[src/hw/trcu_pkg.sv]
// Package of offsets, field positions and carrier types for the temperature rate unit.
package trcu_pkg;
	localparam logic [7:0] OFS_RATE_GAIN = 8'h3D;
	localparam logic [7:0] OFS_RATE_CONFIG = 8'h3E;
	localparam logic [7:0] OFS_RATE_STATUS = 8'h3F;
	localparam logic [7:0] OFS_RESULT_ONE_HIGH = 8'h40;
	localparam logic [7:0] OFS_LIMIT_ONE_HIGH = 8'h41;
	localparam logic [7:0] OFS_LIMIT_ONE_LOW = 8'h42;
	localparam logic [7:0] OFS_SAMPLES_ONE = 8'h43;
	localparam logic [7:0] OFS_RESULT_TWO_HIGH = 8'h44;
	localparam logic [7:0] OFS_RESULT_LOW_SHARED = 8'h45;
	localparam logic [7:0] OFS_LIMIT_TWO_HIGH = 8'h46;
	localparam logic [7:0] OFS_LIMIT_TWO_LOW = 8'h47;
	localparam logic [7:0] OFS_SAMPLES_TWO = 8'h48;
	localparam logic [7:0] OFS_PERIOD_MAX_ONE = 8'h49;
	localparam logic [7:0] OFS_PERIOD_MAX_TWO = 8'h4A;
	localparam logic [7:0] OFS_SLOPE_COUNT = 8'h4B;
	localparam logic [7:0] OFS_GLOBAL_MAX_ONE = 8'h4D;
	localparam logic [7:0] OFS_GLOBAL_MAX_TWO = 8'h4F;

	localparam logic [7:0] RST_REG = 8'h00;
	localparam logic [11:0] RST_RESULT = 12'h000;

	localparam int CFG_MASK_BIT = 7;
	localparam int CFG_ENABLE_BIT = 5;
	localparam int GAIN_SCALE_BIT = 3;
	localparam int LIMIT_LOW_BIT = 7;
	localparam int STAT_SLOPE_TWO = 7;
	localparam int STAT_SLOPE_ONE = 6;
	localparam int STAT_ODD_TWO = 5;
	localparam int STAT_ODD_ONE = 4;
	localparam int STAT_LIMIT_TWO = 3;
	localparam int STAT_LIMIT_ONE = 2;
	localparam int FRAC_BITS = 3;

	typedef struct packed {
		logic enable;
		logic [3:0] hyst;
		logic [2:0] gain_shift;
		logic [2:0] samp_code;
		logic signed [8:0] limit;
	} trcu_chan_cfg_type;

	typedef struct packed {
		logic [7:0] addr;
		logic wr;
		logic rd;
		logic [7:0] wdata;
	} trcu_reg_req_type;
endpackage

[src/hw/trcu_top.sv]
// Temperature rate-of-change unit: per-channel slope calculator and its register file.
// Contract
// [RULE1] Period result is (last minus first) times gain over samples minus one.
// [RULE2] Two channels; second follows diode three when diode two is anti-parallel.
// [RULE3] Gain comes from the gain register; code 09h gives gain two.
// [RULE4] Period length equals programmed samples; code 02h selects five samples.
// [RULE5] Limit code 01h means two; limits signed across two consecutive registers.
// [RULE6] Config value 20h enables the function with zero slope hysteresis.
// [RULE7] Flag slope change when consecutive differences reverse beyond hysteresis.
// [RULE8] Initial slope of a period comes from its first two samples.
// [RULE9] After the final conversion, compute, load result and compare with limit.
// [RULE10] Result above limit sets that channel's bits in the status register.
// [RULE11] Alert asserts only with mask clear; status updates regardless.
// [RULE12] Result is 9-bit signed; low bits shared, channel two bit 7, one bit 3.
// [RULE13] Period maximum holds highest temperature of period, updated each conversion.
// [RULE14] Global maximum updated at each period end, independent of period.
// [RULE15] Global extreme register clears when software reads it.
// [RULE16] Software advances one sample in standby by a one-shot conversion.
// [RULE17] Software places the device in standby before configuring.
// [RULE18] After a period the counter restarts; last sample starts the next period.
// [RULE19] Slope-change count and parity reported, cleared at each period start.
`timescale 1ns/100ps
`default_nettype none

module trcu_channel (
	input wire logic core_clk,
	input wire logic reset_n,
	input wire trcu_pkg::trcu_chan_cfg_type cfg,
	input wire logic conv_pulse,
	input wire logic [7:0] temp_in,
	input wire logic gmax_clear,
	output logic [11:0] result_ff,
	output logic limit_hit_ff,
	output logic slope_chg_ff,
	output logic odd_ff,
	output logic [3:0] count_ff,
	output logic [7:0] pmax_ff,
	output logic [7:0] gmax_ff
);
	import trcu_pkg::*;

	logic started_ff;
	logic [7:0] cnt_ff;
	logic [7:0] t0_ff;
	logic [7:0] prev_ff;
	logic dir_valid_ff;
	logic dir_up_ff;

	logic step;
	logic [7:0] samp_n;
	logic [7:0] nxt_cnt;
	logic period_end;
	logic second_sample;
	logic signed [8:0] step_diff;
	logic [8:0] step_abs;
	logic step_up;
	logic step_big;
	logic slope_event;
	logic signed [8:0] span_diff;
	logic signed [19:0] scaled;
	logic signed [19:0] divided;
	logic [11:0] sat;
	logic [7:0] pmax_in;

	assign step = conv_pulse && cfg.enable && started_ff;
	// Sample count is 2^code + 1, so dividing by samples minus one is a right shift.
	assign samp_n = (8'h01 << cfg.samp_code) + 8'h01;
	assign nxt_cnt = cnt_ff + 8'h01;
	assign period_end = step && (nxt_cnt >= samp_n); // [RULE4]
	assign second_sample = (cnt_ff == 8'h01);
	assign step_diff = $signed({1'b0, temp_in}) - $signed({1'b0, prev_ff});
	assign step_abs = step_diff[8] ? 9'(-step_diff) : 9'(step_diff);
	assign step_up = !step_diff[8];
	assign step_big = (step_abs > {5'h00, cfg.hyst}); // [RULE7]
	assign slope_event = step && !second_sample && dir_valid_ff && step_big
		&& (step_up != dir_up_ff); // [RULE7]
	assign span_diff = $signed({1'b0, temp_in}) - $signed({1'b0, t0_ff});
	// Three fraction bits are kept below the integer result before the divide.
	// The shift amount is summed at four bits; three bits would wrap for the larger gains.
	assign scaled = 20'(span_diff) <<< (4'(cfg.gain_shift) + 4'(FRAC_BITS)); // [RULE1]
	assign divided = scaled >>> cfg.samp_code; // [RULE1]
	assign pmax_in = (temp_in > pmax_ff) ? temp_in : pmax_ff;

	always_comb begin
		if (divided > 20'sd2047) begin
			sat = 12'h7FF;
		end else if (divided < -20'sd2048) begin
			sat = 12'h800;
		end else begin
			sat = divided[11:0];
		end
	end

	always_ff @(posedge core_clk or negedge reset_n) begin
		if (!reset_n) begin
			started_ff <= 1'b0;
			cnt_ff <= RST_REG;
			t0_ff <= RST_REG;
			prev_ff <= RST_REG;
		end else if (!cfg.enable) begin
			started_ff <= 1'b0;
			cnt_ff <= RST_REG;
		end else if (conv_pulse && !started_ff) begin
			started_ff <= 1'b1;
			cnt_ff <= 8'h01;
			t0_ff <= temp_in;
			prev_ff <= temp_in;
		end else if (period_end) begin
			cnt_ff <= 8'h01; // [RULE18]
			t0_ff <= temp_in; // [RULE18]
			prev_ff <= temp_in;
		end else if (step) begin
			cnt_ff <= nxt_cnt;
			prev_ff <= temp_in;
		end
	end

	always_ff @(posedge core_clk or negedge reset_n) begin
		if (!reset_n) begin
			dir_valid_ff <= 1'b0;
			dir_up_ff <= 1'b0;
		end else if (!started_ff) begin
			dir_valid_ff <= 1'b0;
		end else if (step && second_sample) begin
			dir_valid_ff <= (step_diff != 9'sd0); // [RULE8]
			dir_up_ff <= step_up; // [RULE8]
		end else if (step && !dir_valid_ff && step_big) begin
			dir_valid_ff <= 1'b1;
			dir_up_ff <= step_up;
		end else if (slope_event) begin
			dir_up_ff <= step_up;
		end
	end

	always_ff @(posedge core_clk or negedge reset_n) begin
		if (!reset_n) begin
			slope_chg_ff <= 1'b0;
			odd_ff <= 1'b0;
			count_ff <= 4'h0;
		end else if (step && second_sample) begin
			slope_chg_ff <= 1'b0; // [RULE19]
			odd_ff <= 1'b0;
			count_ff <= 4'h0;
		end else if (slope_event) begin
			slope_chg_ff <= 1'b1; // [RULE7]
			odd_ff <= !odd_ff; // [RULE19]
			count_ff <= (count_ff == 4'hF) ? count_ff : count_ff + 4'h1;
		end
	end

	always_ff @(posedge core_clk or negedge reset_n) begin
		if (!reset_n) begin
			result_ff <= RST_RESULT;
			limit_hit_ff <= 1'b0;
		end else begin
			limit_hit_ff <= period_end && ($signed(sat[11:3]) > cfg.limit); // [RULE9]
			if (period_end) begin
				result_ff <= sat; // [RULE9]
			end
		end
	end

	always_ff @(posedge core_clk or negedge reset_n) begin
		if (!reset_n) begin
			pmax_ff <= RST_REG;
		end else if (conv_pulse && cfg.enable && !started_ff) begin
			pmax_ff <= temp_in;
		end else if (step && second_sample) begin
			pmax_ff <= (temp_in > t0_ff) ? temp_in : t0_ff; // [RULE13]
		end else if (step) begin
			pmax_ff <= pmax_in; // [RULE13]
		end
	end

	// The update at period end outranks a clearing read in the same cycle.
	always_ff @(posedge core_clk or negedge reset_n) begin
		if (!reset_n) begin
			gmax_ff <= RST_REG;
		end else if (period_end) begin
			gmax_ff <= (pmax_in > gmax_ff) ? pmax_in : gmax_ff; // [RULE14]
		end else if (gmax_clear) begin
			gmax_ff <= RST_REG; // [RULE15]
		end
	end
endmodule

module trcu_top (
	input wire logic core_clk,
	input wire logic reset_n,
	input wire trcu_pkg::trcu_reg_req_type reg_req,
	input wire logic conv_done,
	input wire logic [7:0] temp_diode_one,
	input wire logic [7:0] temp_diode_two,
	input wire logic [7:0] temp_diode_three,
	input wire logic diode_two_antiparallel,
	output logic [7:0] reg_rdata_ff,
	output logic rate_alert_ff
);
	import trcu_pkg::*;

	logic [7:0] gain_ff;
	logic [7:0] config_ff;
	logic [7:0] lim1_hi_ff;
	logic [7:0] lim1_lo_ff;
	logic [7:0] samp1_ff;
	logic [7:0] lim2_hi_ff;
	logic [7:0] lim2_lo_ff;
	logic [7:0] samp2_ff;
	logic [1:0] limit_stat_ff;
	logic [1:0] ap_sync_ff;

	trcu_chan_cfg_type cfg1;
	trcu_chan_cfg_type cfg2;
	logic [2:0] gain_shift;
	logic [7:0] temp_two_sel;
	logic [7:0] rd_mux;
	logic rd_status;
	logic [1:0] gmax_clr;
	logic [11:0] res1;
	logic [11:0] res2;
	logic [1:0] hit;
	logic [1:0] slope_chg;
	logic [1:0] odd;
	logic [3:0] cnt1;
	logic [3:0] cnt2;
	logic [7:0] pmax1;
	logic [7:0] pmax2;
	logic [7:0] gmax1;
	logic [7:0] gmax2;

	// Codes with the scale bit set double per step; 09h yields a gain of two.
	assign gain_shift = gain_ff[GAIN_SCALE_BIT] ? gain_ff[2:0] : 3'h0; // [RULE3]
	assign temp_two_sel = ap_sync_ff[1] ? temp_diode_three : temp_diode_two; // [RULE2]
	assign cfg1 = '{enable: config_ff[CFG_ENABLE_BIT], hyst: config_ff[3:0], // [RULE6]
		gain_shift: gain_shift, samp_code: samp1_ff[2:0],
		limit: $signed({lim1_hi_ff, lim1_lo_ff[LIMIT_LOW_BIT]})}; // [RULE5]
	assign cfg2 = '{enable: config_ff[CFG_ENABLE_BIT], hyst: config_ff[3:0],
		gain_shift: gain_shift, samp_code: samp2_ff[2:0],
		limit: $signed({lim2_hi_ff, lim2_lo_ff[LIMIT_LOW_BIT]})}; // [RULE5]
	assign rd_status = reg_req.rd && (reg_req.addr == OFS_RATE_STATUS);
	assign gmax_clr[0] = reg_req.rd && (reg_req.addr == OFS_GLOBAL_MAX_ONE);
	assign gmax_clr[1] = reg_req.rd && (reg_req.addr == OFS_GLOBAL_MAX_TWO);

	// The wiring strap is a pin, so it passes two flip-flops before it steers channel two.
	always_ff @(posedge core_clk or negedge reset_n) begin
		if (!reset_n) begin
			ap_sync_ff <= 2'b00;
		end else begin
			ap_sync_ff <= {ap_sync_ff[0], diode_two_antiparallel};
		end
	end

	trcu_channel u_chan_one (
		.core_clk(core_clk),
		.reset_n(reset_n),
		.cfg(cfg1),
		.conv_pulse(conv_done),
		.temp_in(temp_diode_one),
		.gmax_clear(gmax_clr[0]),
		.result_ff(res1),
		.limit_hit_ff(hit[0]),
		.slope_chg_ff(slope_chg[0]),
		.odd_ff(odd[0]),
		.count_ff(cnt1),
		.pmax_ff(pmax1),
		.gmax_ff(gmax1)
	);

	trcu_channel u_chan_two (
		.core_clk(core_clk),
		.reset_n(reset_n),
		.cfg(cfg2),
		.conv_pulse(conv_done),
		.temp_in(temp_two_sel),
		.gmax_clear(gmax_clr[1]),
		.result_ff(res2),
		.limit_hit_ff(hit[1]),
		.slope_chg_ff(slope_chg[1]),
		.odd_ff(odd[1]),
		.count_ff(cnt2),
		.pmax_ff(pmax2),
		.gmax_ff(gmax2)
	);

	always_ff @(posedge core_clk or negedge reset_n) begin
		if (!reset_n) begin
			gain_ff <= RST_REG;
			config_ff <= RST_REG;
			lim1_hi_ff <= RST_REG;
			lim1_lo_ff <= RST_REG;
			samp1_ff <= RST_REG;
			lim2_hi_ff <= RST_REG;
			lim2_lo_ff <= RST_REG;
			samp2_ff <= RST_REG;
		end else if (reg_req.wr) begin
			if (reg_req.addr == OFS_RATE_GAIN) begin
				gain_ff <= reg_req.wdata; // [RULE3]
			end else if (reg_req.addr == OFS_RATE_CONFIG) begin
				config_ff <= reg_req.wdata; // [RULE6]
			end else if (reg_req.addr == OFS_LIMIT_ONE_HIGH) begin
				lim1_hi_ff <= reg_req.wdata;
			end else if (reg_req.addr == OFS_LIMIT_ONE_LOW) begin
				lim1_lo_ff <= reg_req.wdata & 8'h80;
			end else if (reg_req.addr == OFS_SAMPLES_ONE) begin
				samp1_ff <= reg_req.wdata & 8'h07; // [RULE4]
			end else if (reg_req.addr == OFS_LIMIT_TWO_HIGH) begin
				lim2_hi_ff <= reg_req.wdata;
			end else if (reg_req.addr == OFS_LIMIT_TWO_LOW) begin
				lim2_lo_ff <= reg_req.wdata & 8'h80;
			end else if (reg_req.addr == OFS_SAMPLES_TWO) begin
				samp2_ff <= reg_req.wdata & 8'h07;
			end
		end
	end

	// Limit flags are sticky until the status read; a new hit in that cycle survives.
	always_ff @(posedge core_clk or negedge reset_n) begin
		if (!reset_n) begin
			limit_stat_ff <= 2'b00;
		end else begin
			limit_stat_ff <= (rd_status ? 2'b00 : limit_stat_ff) | hit; // [RULE10]
		end
	end

	always_ff @(posedge core_clk or negedge reset_n) begin
		if (!reset_n) begin
			rate_alert_ff <= 1'b0;
		end else begin
			rate_alert_ff <= (|limit_stat_ff) && !config_ff[CFG_MASK_BIT]; // [RULE11]
		end
	end

	always_comb begin
		rd_mux = RST_REG;
		if (reg_req.addr == OFS_RATE_GAIN) begin
			rd_mux = gain_ff;
		end else if (reg_req.addr == OFS_RATE_CONFIG) begin
			rd_mux = config_ff;
		end else if (reg_req.addr == OFS_RATE_STATUS) begin
			rd_mux[STAT_SLOPE_TWO] = slope_chg[1];
			rd_mux[STAT_SLOPE_ONE] = slope_chg[0];
			rd_mux[STAT_ODD_TWO] = odd[1]; // [RULE19]
			rd_mux[STAT_ODD_ONE] = odd[0];
			rd_mux[STAT_LIMIT_TWO] = limit_stat_ff[1];
			rd_mux[STAT_LIMIT_ONE] = limit_stat_ff[0];
		end else if (reg_req.addr == OFS_RESULT_ONE_HIGH) begin
			rd_mux = res1[11:4]; // [RULE12]
		end else if (reg_req.addr == OFS_LIMIT_ONE_HIGH) begin
			rd_mux = lim1_hi_ff;
		end else if (reg_req.addr == OFS_LIMIT_ONE_LOW) begin
			rd_mux = lim1_lo_ff;
		end else if (reg_req.addr == OFS_SAMPLES_ONE) begin
			rd_mux = samp1_ff;
		end else if (reg_req.addr == OFS_RESULT_TWO_HIGH) begin
			rd_mux = res2[11:4];
		end else if (reg_req.addr == OFS_RESULT_LOW_SHARED) begin
			rd_mux = {res2[3:0], res1[3:0]}; // [RULE12]
		end else if (reg_req.addr == OFS_LIMIT_TWO_HIGH) begin
			rd_mux = lim2_hi_ff;
		end else if (reg_req.addr == OFS_LIMIT_TWO_LOW) begin
			rd_mux = lim2_lo_ff;
		end else if (reg_req.addr == OFS_SAMPLES_TWO) begin
			rd_mux = samp2_ff;
		end else if (reg_req.addr == OFS_PERIOD_MAX_ONE) begin
			rd_mux = pmax1;
		end else if (reg_req.addr == OFS_PERIOD_MAX_TWO) begin
			rd_mux = pmax2;
		end else if (reg_req.addr == OFS_SLOPE_COUNT) begin
			rd_mux = {cnt2, cnt1}; // [RULE19]
		end else if (reg_req.addr == OFS_GLOBAL_MAX_ONE) begin
			rd_mux = gmax1;
		end else if (reg_req.addr == OFS_GLOBAL_MAX_TWO) begin
			rd_mux = gmax2;
		end
	end

	always_ff @(posedge core_clk or negedge reset_n) begin
		if (!reset_n) begin
			reg_rdata_ff <= RST_REG;
		end else if (reg_req.rd) begin
			reg_rdata_ff <= rd_mux;
		end
	end
endmodule

`default_nettype wire
[config.mk]
export PLATFORM = sky130hd
export DESIGN_NAME = trcu_top
export DESIGN_NICKNAME = d
export VERILOG_FILES = /design/src/hw/trcu_pkg.sv /design/src/hw/trcu_top.sv
export SDC_FILE = /design/constraint.sdc
export NUM_CORES = 1
export LEC_CHECK = 0
export ABC_AREA = 1
export BUFFER_PORTS_ARGS = -buffer_cell sky130_fd_sc_hd__buf_4
export CAP_MARGIN = 15
export CORE_ASPECT_RATIO = 1.5
export CORE_MARGIN = 2
export CORE_UTILIZATION = 30
export DETAILED_ROUTE_END_ITERATION = 7
export GPL_TIMING_DRIVEN = 0
export PLACE_DENSITY_LB_ADDON = 0.15
export SYNTH_ARGS = -nofsm -noshare
export SYNTH_HDL_FRONTEND = slang
export SYNTH_SLANG_ARGS = --single-unit
[constraint.sdc]
create_clock -name core_clk -period 10.6 [get_ports core_clk]
set_clock_uncertainty 0.05 [all_clocks]
set_input_delay 0 -clock core_clk [delete_from_list [all_inputs] [get_ports core_clk]]
set_output_delay 0 -clock core_clk [all_outputs]
set_load 0.01 [all_outputs]
==> summary.md <==
| Metric | Value |
|---|---|
| Largest net degree at the start of global routing | 112 |
| Fmax | 173.1 MHz |
| # H-tree levels | 4 |
| Post-DR wirelength/cell | 18.51 um |
| CTS tree | built |
| Most used cell, CP | nand2_1 |
| Mapped Nets | 2454 |
| Synthesized area | 15250 um^2 |
| Setup violators final | 0 |
| GR Util All Layers | 0.2194 |
| Die W | 188.1 um |
| Max-cap violations | 0 |
| Routed via count | 15660 |
| Initial core utilization | 0.3025 |
| CTS Sinks | 177 |
| Slowest stage delay, CP | 0.42 ns |
| Post-synth EDFFs | 0 |
| First-pass GRT wire length | 89.25 mm |
| Final hold violation count | 4 |
| Ports | 55 |
| Inst Count DP | 3010 |
| CTS Buf Count | 17 |
| Synth area leader | dfrtp_1 |
| Period minus WS final | 5.776 ns |
| Initial detailed-routing violation count | 960 |
| Rel. slew slack | 0.1942 |
| Commonest cells post-synth | 643 x nand2_1, 298 x inv_1, 292 x nand3_1 |
| Fin Setup TNS | 0 ns |
| Post-DP HPWL | 46.25 mm |
| Synth-to-Final Area Change | 13.98% |
| Nature of the critical path startpoint | flop |
| Post-synth ARST share | 1.000 |
| Post-CTS Resized | 0 |
| WP data required | 10.89 ns |
| FF+latch count, synth | 177 |
| Outcome | finished, violations left |
| Final ANT Viol Nets | 0 |
| Die H | 280.2 um |
| Final cycle utilization of the critical path | 0.5449 |
| Slowest-stage cell, CP | fa_1 |
| Count leader, synth | nand2_1 |
| Critical path type | reg -> reg |
| CP max FO | 10 |
| Core Area | 50420 um^2 |
| Worst skew pair latency | 0.47 ns |
| Post-Route WL | 56.76 mm |
| Grt ovf | 0 |
| Slew Viols, Final | 0 |
| Clock Path Buffers | 2 |
| Pre-antenna DRT Iters | 6 |
| Max VDD drop | 0.1124 mV |
| Synth top area share | 0.2904 |
| RSZ-0062 raised after global routing | false |
| P_leak | 8.577 nW |
| Number of global-route vias before repair | 15870 |
| Initial antenna violation count | 0 |
| Distinct cells, synth | 53 |
| Tightest Hold Check Type | in -> reg |
| Synth top area cells | dfrtp_1 29%, nand2_1 16%, ha_1 9.6%, nand3_1 9.6%, inv_1 7.3% |
| Syn Inst Count | 2287 |
| Failing checks | hold timing |
| Die Area | 52700 um^2 |
| Sequential fraction of the synthesis area | 0.2904 |
| Mean Syn Cell Area | 6.670 um^2 |
| Layout fillers | 5489 |
| DRC errors left | 0 |
| Clock transition at the registers of the reported paths | 0.08 ns |
| Number of diodes | 0 |
| Synth warn | 0 |
| Via-to-Cell Ratio | 5.109 |
| Setup Fix Bufs, Post-CTS | 0 |
| Worst Max-Slew Pin Slew | 1.198 ns |
| Fin Hold WS | -0.002888 ns |
| # hold bufs at CTS | 23 |
| Post-Layout Cell Count | 3066 |
| GPL Wtd Cong | 0.9335 |
| I/O Buffers | 53 |
| Top FF cell, synth | dfrtp_1 |
| Worst path arrival time | 6.07 ns |
| Row cnt | 101 |
| Root buffer cell | clkbuf_16 |
| Setup crit end kind | flop |
| Ratio of cells with drive above 1 in the final layout | 0.06174 |
| Pwr/cell area | 190.1 nW/um^2 |
| Fin nets | 2551 |
==> final cells by class <==
class | instances | area (um^2) | area share
Timing Repair Buffer | 78 | 668.1 | 0.03843
Inverter | 310 | 1164 | 0.06693
Buffer | 79 | 331.6 | 0.01907
Clock inverter | 15 | 201.4 | 0.01159
Sequential cell | 177 | 4429 | 0.2548
Clock buffer | 17 | 425.4 | 0.02447
Multi-Input combinational cell | 1721 | 9329 | 0.5366
Tap cell | 669 | 837.1 | 0.04815
==> state kept, by name, summed over array words and instances (netlist names), 4 cells and up <==
name / flops
u_chan_two.count_ff: 4
u_chan_two.prev_ff: 8
u_chan_one.gmax_ff: 8
lim1_hi_ff: 8
u_chan_two.t0_ff: 8
gain_ff: 8
config_ff: 8
u_chan_two.gmax_ff: 8
u_chan_one.prev_ff: 8
u_chan_two.result_ff: 12
reg_rdata_ff: 8
u_chan_one.t0_ff: 8
lim2_hi_ff: 8
u_chan_one.result_ff: 12
u_chan_one.count_ff: 4
u_chan_one.cnt_ff: 8
u_chan_two.pmax_ff: 8
u_chan_one.pmax_ff: 8
u_chan_two.cnt_ff: 8
==> report_power, final <==
part	switching, W	leakage (nW)	internal, W
combinational	0.00119	6.03	0.000624
sequential	0.0000575	2.25	0.000752
clock	0.000352	0.300	0.000325
total	0.00160	8.58	0.00170
==> stage by stage <==
stage               total power [W]  hold WS [ns]  utilization  setup WS [ns]  instance area, um^2
floorplan                  0.002103       -0.3456            -          5.962                15250
global placement           0.002600       0.05942       0.3270          4.865                16490
detailed placement         0.002628      -0.03966       0.3277          4.845                16520
CTS                        0.003323      0.004339       0.3447          4.813                17380
global route               0.003613      0.005719       0.3448          4.081                17390
finish                     0.003305     -0.002888       0.3448          4.824                17390
==> worst paths after layout <==
check / cells after the start / startpoint / slack, ns / to
max: 32 / ap_sync_ff[1]$_DFF_PN0_ / 4.82 / u_chan_two.limit_hit_ff$_DFF_PN0_
min: 3 / reg_req[0] / -0.003 / config_ff[0]$_DFFE_PN0P_
max reg2reg: 32 / ap_sync_ff[1]$_DFF_PN0_ / 4.82 / u_chan_two.limit_hit_ff$_DFF_PN0_
min reg2reg: 0 / ap_sync_ff[0]$_DFF_PN0_ / 0.31 / ap_sync_ff[1]$_DFF_PN0_
max in group asynchronous: 3 / reset_n / 9.41 / u_chan_two.count_ff[2]$_DFFE_PN0P_
min in group asynchronous: 2 / reset_n / 0.01 / u_chan_one.prev_ff[5]$_DFFE_PN0P_
==> worst max-delay path, delay by kind of cell (launching register included) <==
family / cells / cell delay [ns]
compound gates: 8 / 1.51
fa+ha+maj: 3 / 1.01
buf+inv: 4 / 0.73
flops: 1 / 0.33
simple gates: 17 / 2.01
==> layout by cell type (no fill, tap or decap), types with 15 or more instances in the layout <==
cell           netlist  routed
nor2_1             103     103
o221ai_1            21      21
nand3_1            292     292
buf_4                2      54
inv_1              298     298
clkbuf_16            0      17
nand4_1             28      28
xor2_1              31      31
ha_1               117     117
o211ai_1            19      19
o22ai_1             21      21
a21oi_1             91      91
dlygate4sd3_1        0      23
nand2_2             15      15
o21a_1              22      22
nand2_1            643     643
o21ai_0            184     184
dfrtp_1            177     177
clkbuf_1            60      60
nor3_1              20      20
==> metal layers <==
metal,GRT usage,vias to the layer above,wire length (um)
met3,0.01914,109,1526
li1,-,7828,-
met5,0,-,0
met2,0.4026,351,29060
met1,0.2416,7375,22340
met4,0.1415,0,3838
==> logic make-up (layout without fill, tap and decap cells) <==
kind of cell / count (synthesis) / after routing / share of synthesized area
flops: 177 / 177 / 0.2904
compound gates: 428 / 428 / 0.1664
buf+inv: 389 / 499 / 0.09802
xor+xnor: 40 / 40 / 0.02420
fa+ha+maj: 121 / 121 / 0.1012
simple gates: 1132 / 1132 / 0.3198
(Power assumes the default switching activity.)
